File: src/shared/synth_regs_pkg.sv
// constants for the synthesizer divider and power-down register bank
`default_nettype none
package synth_regs_pkg;
    // -------------------------------------------------------------
    // word layout
    // -------------------------------------------------------------
    localparam int WORD_W = 24;
    localparam int SEL_W = 4;
    localparam logic [SEL_W-1:0] SEL_MAIN_CFG = 4'h3;
    localparam logic [SEL_W-1:0] SEL_AUX_CFG = 4'h5;
    localparam int SEL_LSB = 0;
    localparam int NWORD_FLAG_POS = 0;

    // main-loop configuration word
    localparam int MAIN_PD_POS = 23;
    localparam int MAIN_PSEL_POS = 22;
    localparam int MAIN_REF_LSB = 16;
    localparam int MAIN_REF_W = 6;
    localparam int MAIN_FDEN_LSB = 4;
    localparam int MAIN_FDEN_W = 12;

    // auxiliary configuration word
    localparam int AUX_PD_POS = 23;
    localparam int AUX_N_LSB = 4;
    localparam int AUX_N_W = 19;
    localparam int AUX_A_W = 3;

    // n-value word
    localparam int MAIN_N_LSB = 13;
    localparam int MAIN_N_W = 11;
    localparam int SWALLOW_A_W = 2;
    localparam int SWALLOW_B_W = 3;
    localparam int COARSE_W = 16;

    // -------------------------------------------------------------
    // prescaler bases and reset values
    // -------------------------------------------------------------
    localparam int BASE_W = 6;
    localparam logic [BASE_W-1:0] MAIN_BASE_SMALL = 6'h10;
    localparam logic [BASE_W-1:0] MAIN_BASE_LARGE = 6'h20;
    localparam logic [BASE_W-1:0] AUX_BASE = 6'h08;

    localparam logic RST_MAIN_PD = 1'b1;
    localparam logic RST_MAIN_PSEL = 1'b0;
    localparam logic [MAIN_REF_W-1:0] RST_MAIN_REF = 6'h01;
    localparam logic [MAIN_FDEN_W-1:0] RST_MAIN_FDEN = 12'h000;
    localparam logic RST_AUX_PD = 1'b1;
    localparam logic [AUX_N_W-1:0] RST_AUX_N = 19'h0_0038;
    localparam logic [MAIN_N_W-1:0] RST_MAIN_N = 11'h0E7;
endpackage : synth_regs_pkg
`default_nettype wire

File: src/hdl/synth_divider_power_regs.sv
// divider and power-down register bank of a dual frequency synthesizer
`default_nettype none
module synth_divider_power_regs
    import synth_regs_pkg::*;
(
    // clock and reset
    input wire logic clock_i,
    input wire logic sys_rst_i,
    // assembled serial words
    input wire logic word_valid_i,
    input wire logic [WORD_W-1:0] word_data_i,
    // power control
    input wire logic chip_enable_i,
    input wire logic auto_powerup_i,
    // divider input ticks
    input wire logic main_vco_tick_i,
    input wire logic aux_vco_tick_i,
    // main loop fields
    output logic main_loop_powerdown_o,
    output logic main_prescaler_select_o,
    output logic [MAIN_REF_W-1:0] main_ref_divider_o,
    output logic [MAIN_FDEN_W-1:0] main_frac_denominator_o,
    output logic [MAIN_N_W-1:0] main_feedback_divide_o,
    // aux loop fields
    output logic aux_loop_powerdown_o,
    output logic [AUX_N_W-1:0] aux_feedback_divide_o,
    // power state
    output logic main_loop_powered_o,
    output logic main_cp_float_o,
    output logic aux_loop_powered_o,
    output logic aux_cp_float_o,
    // divider outputs
    output logic main_fb_pulse_o,
    output logic aux_fb_pulse_o
);
    // -------------------------------------------------------------
    // decode
    // -------------------------------------------------------------
    function automatic logic sel_is(input logic [WORD_W-1:0] w, input logic [SEL_W-1:0] code);
        sel_is = (w[SEL_LSB +: SEL_W] == code);
    endfunction : sel_is

    wire write_main = word_valid_i && sel_is(word_data_i, SEL_MAIN_CFG);
    wire write_aux = word_valid_i && sel_is(word_data_i, SEL_AUX_CFG);
    wire write_nword = word_valid_i && !word_data_i[NWORD_FLAG_POS];

    // -------------------------------------------------------------
    // chip enable synchroniser
    // -------------------------------------------------------------
    logic ce_meta_reg;
    logic ce_sync_reg;

    always_ff @(posedge clock_i) begin
        if (sys_rst_i) begin
            ce_meta_reg <= 1'b0;
            ce_sync_reg <= 1'b0;
        end else begin
            ce_meta_reg <= chip_enable_i;
            ce_sync_reg <= ce_meta_reg;
        end
    end

    // -------------------------------------------------------------
    // main-loop configuration register
    // -------------------------------------------------------------
    logic main_pd_reg;
    logic main_psel_reg;
    logic [MAIN_REF_W-1:0] main_ref_reg;
    logic [MAIN_FDEN_W-1:0] main_fden_reg;

    always_ff @(posedge clock_i) begin
        if (sys_rst_i) begin
            main_pd_reg <= RST_MAIN_PD;
            main_psel_reg <= RST_MAIN_PSEL;
            main_ref_reg <= RST_MAIN_REF;
            main_fden_reg <= RST_MAIN_FDEN;
        end else if (write_main) begin
            main_pd_reg <= word_data_i[MAIN_PD_POS];
            main_psel_reg <= word_data_i[MAIN_PSEL_POS];
            main_ref_reg <= word_data_i[MAIN_REF_LSB +: MAIN_REF_W];
            main_fden_reg <= word_data_i[MAIN_FDEN_LSB +: MAIN_FDEN_W];
        end
    end

    // -------------------------------------------------------------
    // auxiliary configuration register
    // -------------------------------------------------------------
    logic aux_pd_reg;
    logic aux_pd_next;
    logic [AUX_N_W-1:0] aux_n_reg;

    always_comb begin
        aux_pd_next = aux_pd_reg;
        if (write_aux) begin
            aux_pd_next = word_data_i[AUX_PD_POS];
        end else if (write_nword && auto_powerup_i) begin
            aux_pd_next = 1'b0;
        end
    end

    always_ff @(posedge clock_i) begin
        if (sys_rst_i) begin
            aux_pd_reg <= RST_AUX_PD;
            aux_n_reg <= RST_AUX_N;
        end else begin
            aux_pd_reg <= aux_pd_next;
            if (write_aux) begin
                aux_n_reg <= word_data_i[AUX_N_LSB +: AUX_N_W];
            end
        end
    end

    // -------------------------------------------------------------
    // n-value capture and auto powerup hold
    // -------------------------------------------------------------
    logic [MAIN_N_W-1:0] main_n_reg;
    logic auto_up_hold_reg;

    always_ff @(posedge clock_i) begin
        if (sys_rst_i) begin
            main_n_reg <= RST_MAIN_N;
        end else if (write_nword) begin
            main_n_reg <= word_data_i[MAIN_N_LSB +: MAIN_N_W];
        end
    end

    // auto powerup holds the loop up until software rewrites the main word or auto_powerup_i goes low
    always_ff @(posedge clock_i) begin
        if (sys_rst_i) begin
            auto_up_hold_reg <= 1'b0;
        end else if (!auto_powerup_i) begin
            auto_up_hold_reg <= 1'b0;
        end else if (write_nword) begin
            auto_up_hold_reg <= 1'b1;
        end else if (write_main) begin
            auto_up_hold_reg <= 1'b0;
        end
    end

    // -------------------------------------------------------------
    // power precedence
    // -------------------------------------------------------------
    wire main_up_next = ce_sync_reg && (auto_up_hold_reg || !main_pd_reg);
    wire aux_up_next = ce_sync_reg && !aux_pd_reg;

    logic main_up_reg;
    logic aux_up_reg;
    logic main_float_reg;
    logic aux_float_reg;

    // charge pump float flags kept in their own flops so outputs stay registered
    always_ff @(posedge clock_i) begin
        if (sys_rst_i) begin
            main_up_reg <= 1'b0;
            aux_up_reg <= 1'b0;
            main_float_reg <= 1'b1;
            aux_float_reg <= 1'b1;
        end else begin
            main_up_reg <= main_up_next;
            aux_up_reg <= aux_up_next;
            main_float_reg <= !main_up_next;
            aux_float_reg <= !aux_up_next;
        end
    end

    // -------------------------------------------------------------
    // main feedback divide split
    // -------------------------------------------------------------
    logic [COARSE_W-1:0] main_coarse_count;
    logic [SWALLOW_B_W-1:0] main_swallow_b;
    logic [SWALLOW_A_W-1:0] main_swallow_a;

    assign main_swallow_a = main_n_reg[1:0];
    assign main_swallow_b = main_psel_reg ? main_n_reg[4:2] : {1'b0, main_n_reg[3:2]};
    assign main_coarse_count = main_psel_reg ? {10'h000, main_n_reg[10:5]} : {10'h000, main_n_reg[9:4]};

    wire [BASE_W-1:0] main_base = main_psel_reg ? MAIN_BASE_LARGE : MAIN_BASE_SMALL;

    // aux: 8/9 prescaler, low 3 bits swallowed one at a time
    wire [COARSE_W-1:0] aux_coarse = aux_n_reg[AUX_N_W-1:AUX_A_W];
    wire [AUX_A_W-1:0] aux_swallow = aux_n_reg[AUX_A_W-1:0];

    logic main_pulse;
    logic aux_pulse;

    swallow_divider main_div (
        .clock_i(clock_i),
        .sys_rst_i(sys_rst_i),
        .run_i(main_up_reg),
        .tick_i(main_vco_tick_i),
        .base_i(main_base),
        .coarse_i(main_coarse_count),
        .swallow_b_i(main_swallow_b),
        .swallow_a_i({1'b0, main_swallow_a}),
        .pulse_o(main_pulse)
    );

    swallow_divider aux_div (
        .clock_i(clock_i),
        .sys_rst_i(sys_rst_i),
        .run_i(aux_up_reg),
        .tick_i(aux_vco_tick_i),
        .base_i(AUX_BASE),
        .coarse_i(aux_coarse),
        .swallow_b_i(3'd0),
        .swallow_a_i(aux_swallow),
        .pulse_o(aux_pulse)
    );

    // -------------------------------------------------------------
    // outputs
    // -------------------------------------------------------------
    assign main_loop_powerdown_o = main_pd_reg;
    assign main_prescaler_select_o = main_psel_reg;
    assign main_ref_divider_o = main_ref_reg;
    assign main_frac_denominator_o = main_fden_reg;
    assign main_feedback_divide_o = main_n_reg;
    assign aux_loop_powerdown_o = aux_pd_reg;
    assign aux_feedback_divide_o = aux_n_reg;
    assign main_loop_powered_o = main_up_reg;
    assign main_cp_float_o = main_float_reg;
    assign aux_loop_powered_o = aux_up_reg;
    assign aux_cp_float_o = aux_float_reg;
    assign main_fb_pulse_o = main_pulse;
    assign aux_fb_pulse_o = aux_pulse;
endmodule : synth_divider_power_regs
`default_nettype wire

File: src/hdl/swallow_divider.sv
// swallow-counter feedback divider: total = base*coarse + 4*b + a
`default_nettype none
module swallow_divider
    import synth_regs_pkg::*;
(
    // clock and reset
    input wire logic clock_i,
    input wire logic sys_rst_i,
    // control
    input wire logic run_i,
    input wire logic tick_i,
    input wire logic [BASE_W-1:0] base_i,
    input wire logic [COARSE_W-1:0] coarse_i,
    input wire logic [SWALLOW_B_W-1:0] swallow_b_i,
    input wire logic [AUX_A_W-1:0] swallow_a_i,
    // result
    output logic pulse_o
);
    logic [BASE_W:0] pre_reg;
    logic [COARSE_W-1:0] coarse_reg;
    logic [SWALLOW_B_W-1:0] b_reg;
    logic [AUX_A_W-1:0] a_reg;
    logic pulse_reg;

    wire [BASE_W:0] modulus = {1'b0, base_i} + ((b_reg != '0) ? 7'd4 : 7'd0) + ((a_reg != '0) ? 7'd1 : 7'd0);
    wire cycle_end = tick_i && (pre_reg == modulus - 7'd1);
    wire last_cycle = (coarse_reg <= 16'h0001);
    wire wrap = cycle_end && last_cycle;

    // prescaler cycles swallow +4 while b left, +1 while a left
    always_ff @(posedge clock_i) begin
        if (sys_rst_i || !run_i || wrap) begin
            pre_reg <= '0;
            coarse_reg <= coarse_i;
            b_reg <= swallow_b_i;
            a_reg <= swallow_a_i;
        end else if (cycle_end) begin
            pre_reg <= '0;
            coarse_reg <= coarse_reg - 16'h0001;
            b_reg <= (b_reg != '0) ? b_reg - 3'd1 : b_reg;
            a_reg <= (a_reg != '0) ? a_reg - 3'd1 : a_reg;
        end else if (tick_i) begin
            pre_reg <= pre_reg + 7'd1;
        end
    end

    always_ff @(posedge clock_i) begin
        if (sys_rst_i) begin
            pulse_reg <= 1'b0;
        end else begin
            pulse_reg <= run_i && wrap;
        end
    end

    assign pulse_o = pulse_reg;
endmodule : swallow_divider
`default_nettype wire

File: config.mk
export PLATFORM = sky130hd
export DESIGN_NAME = synth_divider_power_regs
export DESIGN_NICKNAME = d
export VERILOG_FILES = /design/src/shared/synth_regs_pkg.sv /design/src/hdl/synth_divider_power_regs.sv /design/src/hdl/swallow_divider.sv
export SDC_FILE = /design/constraint.sdc
export NUM_CORES = 1
export LEC_CHECK = 0
export ABC_CLOCK_PERIOD_IN_PS = 2510
export BUFFER_PORTS_ARGS = -buffer_cell sky130_fd_sc_hd__buf_2
export CAP_MARGIN = 20
export CORE_MARGIN = 8
export CORE_UTILIZATION = 25
export DETAILED_ROUTE_END_ITERATION = 7
export PLACE_DENSITY = 0.55
export SLEW_MARGIN = 30
export SYNTH_ARGS = -nofsm -noshare
export SYNTH_HDL_FRONTEND = slang
export SYNTH_SLANG_ARGS = --single-unit
File: constraint.sdc
create_clock -name clock_i -period 2.51 [get_ports clock_i]
set_input_delay 0.3765 -clock clock_i [delete_from_list [all_inputs] [get_ports clock_i]]
set_output_delay 0.3765 -clock clock_i [all_outputs]
set_load 0.05 [all_outputs]
==> results.json <==
{
  "reg2reg_to": "aux_div.a_reg[0]",
  "synth_cell_type_count": 47,
  "reg2reg_from": "aux_div.a_reg[0]",
  "dpl_cell_area_um2": 6390,
  "grt_max_degree": 54,
  "first_global_vias": 4237,
  "die_h_um": 165,
  "initial_core_util_pct": 25.4,
  "grt_use_total_pct": 10.8,
  "crit_path_end_kind": "flop",
  "period_minus_slack_ps": 2450,
  "worstPathArrival_ps": 2720,
  "critical_path_class": "reg -> reg",
  "via_per_inst": 4.41,
  "ys_seq_area_share_pct": 50.0,
  "reg2reg_depth": 10,
  "cts_hold_buf": 0,
  "dp.cells": 959,
  "max_freq_ghz": 0.409,
  "slew_headroom_pct": 62.7,
  "yosysWarnings": 0,
  "die_w_um": 165,
  "dp_slack_ps": 62.7,
  "ios": 88,
  "syn2layout_area_growth_pct": 27.3,
  "row_count": 54,
  "cts-root-buf": "clkbuf_16",
  "hold_path_depth": 2,
  "setup_viol": 0,
  "power_frac_clock_pct": 50.0,
  "cts_tree": "yes",
  "start_kind": "flop",
  "synth_top_flop_cell": "dfxtp_1",
  "wire_per_inst_um": 14.5,
  "fillers": 2295,
  "min-delay-start": "chip_enable_i",
  "clockBufferDepth": 2,
  "overflow": 0,
  "p_total_uw": 4670,
  "drv_slew": 0,
  "critPathRequiredTime_ps": 2780,
  "drc_errors": 0,
  "synth_area_leader_cell": "dfxtp_1",
  "fin_crit_sh_pct": 97.5,
  "dp_hpwl_mm": 10.5,
  "stdcell_area_um2": 7030,
  "drt_pre_antenna_iters": 4,
  "rsz0062_at_grt": "yes",
  "drive_gt1_share_pct": 22.5,
  "netlist_area_um2": 5530,
  "clk_pin_slew_worst_paths_ps": 50,
  "holdPathEnd": "ce_meta_reg",
  "grt_pass1_wl_mm": 22.9,
  "tightestPinTransition_ps": 560,
  "coreArea_um2": 21800,
  "synth_area_per_cell_um2": 9.24,
  "place_congestion": 0.758,
  "synth_cells": 598,
  "comb_power_share_pct": 6.2,
  "num_vias": 4388,
  "ys_ff_latch": 118,
  "maxCapViolCount": 0,
  "p_int_uw": 3560,
  "status": "finished clean",
  "num_antenna_cells": 0,
  "ant_nets": 0,
  "skew_ps": 7.37,
  "nNetsFinal": 749,
  "port_buffers": 87,
  "hold_class": "in -> reg",
  "fin_cells": 995,
  "ir_drop_v": 0.000381,
  "reg2reg_slack_ps": 60,
  "p_sw_uw": 1110,
  "power.share.switching_pct": 23.8,
  "p_leak_uw": 0.00285,
  "power_density_nw_per_um2": 664,
  "hold_viol_final": 0,
  "largest_reg_flops": 19,
  "antenna_found_initial": 1,
  "synthArstFlopShare_pct": 0,
  "htreeDepth": 4,
  "die_area_um2": 27100,
  "synth_top_area_share_pct": 28.2,
  "cts.sinks": 118,
  "fin_ws_ps": 62.1,
  "synth_edf_count": 40,
  "syn-num-nets": 645,
  "synth_area_leaders": "dfxtp_1 28%, edfxtp_1 22%, nand2_1 7.7%",
  "wirelength_mm": 14.4,
  "p_seq_share_pct": 43.7,
  "cp_max_fo": 8,
  "first_iter_violations": 339,
  "worstSkewPairLatency_ps": 410,
  "setup_tns_ps": 0,
  "cts_buffers": 17
}
[through the flow]
step | hold slack, ps | util, %
floorplan | 414 | -
global placement | 441 | 29.4
detailed placement | 445 | 29.4
CTS | 179 | 32.0
global route | 196 | 32.3
finish | 192 | 32.3
[power by group through the flow]
stage | logic (uW) | registers (uW) | clock network [uW]
global placement | 289 | 2080 | 0
CTS | 293 | 2040 | 2380
finish | 292 | 2040 | 2340
global route | 319 | 2050 | 2490
detailed placement | 292 | 2080 | 0
floorplan | 121 | 2140 | 0
[kinds of logic after synthesis]
family	after synthesis	share of synthesized area, %
and+or+nand+nor	262	22.6
muxes	19	3.44
AOI/OAI and AO/OA	85	8.76
xor gates and xnor gates	47	7.45
DFF	118	50.0
buffers and inverters	51	4.19
adders and majority gates	16	3.62
[routing by layer]
layer,wire length (um),up-vias,track usage (%)
met1,7010,2022,15.1
met4,263,2,4.59
met2,6210,102,15.4
met5,12,-,0
li1,-,2245,-
met3,932,17,2.97
[placed cells by master (no fill, tap or decap), types with 3 or more instances in the layout]
cell type   instances
a211o_1             4
a21oi_1            64
and3_1              5
buf_12              3
buf_2              88
buf_4              20
clkbuf_1            3
clkbuf_16          18
clkinvlp_4          4
dfxtp_1            78
edfxtp_1           40
ha_1               15
inv_1              22
mux2i_1            19
nand2_1           113
nand2b_1            9
nand3_1             4
nand3b_1           10
nand4_1             6
nor2_1             52
nor2b_1             5
nor3_1             19
nor4_1              6
o21ai_0             3
or2_2               5
or3_1               5
or4_1               7
xnor2_1            22
xor2_1             25
[worst max-delay path by stage]
stage / from / endpoint / slack [ps] / cells after the start
floorplan: main_div.a_reg[0] / main_div.b_reg[0] / -4 / 10
global placement: main_div.a_reg[0] / main_div.a_reg[0] / 100 / 11
detailed placement: main_div.a_reg[0] / main_div.a_reg[0] / 60 / 11
CTS: main_div.a_reg[0] / main_div.a_reg[0] / 40 / 11
global route: aux_div.b_reg[0] / aux_div.coarse_reg[9] / -80 / 10
finish: aux_div.a_reg[0] / aux_div.a_reg[0] / 60 / 10
[critical path: stages, from the launching register on]
cell and delay (ps):
edfxtp_1 340, inv_1 50, ha_1 190, ha_2 190, ha_1 300, xor2_1 180, o2111ai_2 180, o41a_1 420
buf_2 210, buf_4 150, a21oi_2 110
[what timing repair did]
| item | 4_1_cts | 5_1_grt |
|---|---|---|
| setup buffers | 0 | 2 |
| resized for setup | 0 | 10 |
| endpoints found under the setup margin | 0 | 30 |
[layout make-up]
| class | count | area [um2] | area share (%) |
|---|---|---|---|
| Sequential cell | 118 | 2760 | 39.3 |
| Timing Repair Buffer | 114 | 698 | 9.93 |
| Multi-Input combinational cell | 429 | 2570 | 36.6 |
| Clock inverter | 12 | 130 | 1.85 |
| Clock buffer | 20 | 437 | 6.21 |
| Inverter | 22 | 82.6 | 1.17 |
| Tap cell | 280 | 350 | 4.98 |
[synth_stat cells, types with 2 or more instances]
cell / count
nand2_1: 114
dfxtp_1: 78
a21oi_1: 64
nor2_1: 53
edfxtp_1: 40
xor2_1: 25
inv_1: 22
xnor2_1: 22
nor3_1: 20
mux2i_1: 19
clkbuf_1: 18
ha_1: 16
nand3b_1: 10
nand2b_1: 9
or4_1: 7
nand4_1: 6
nor2b_1: 6
nor4_1: 6
and3_1: 5
buf_6: 5
o21ai_0: 5
or2_2: 5
or3_1: 5
a211o_1: 4
buf_1: 4
nand3_1: 4
nor3b_1: 3
and2_1: 2
buf_2: 2
o21bai_1: 2
Power figures use the tool's default switching activity.
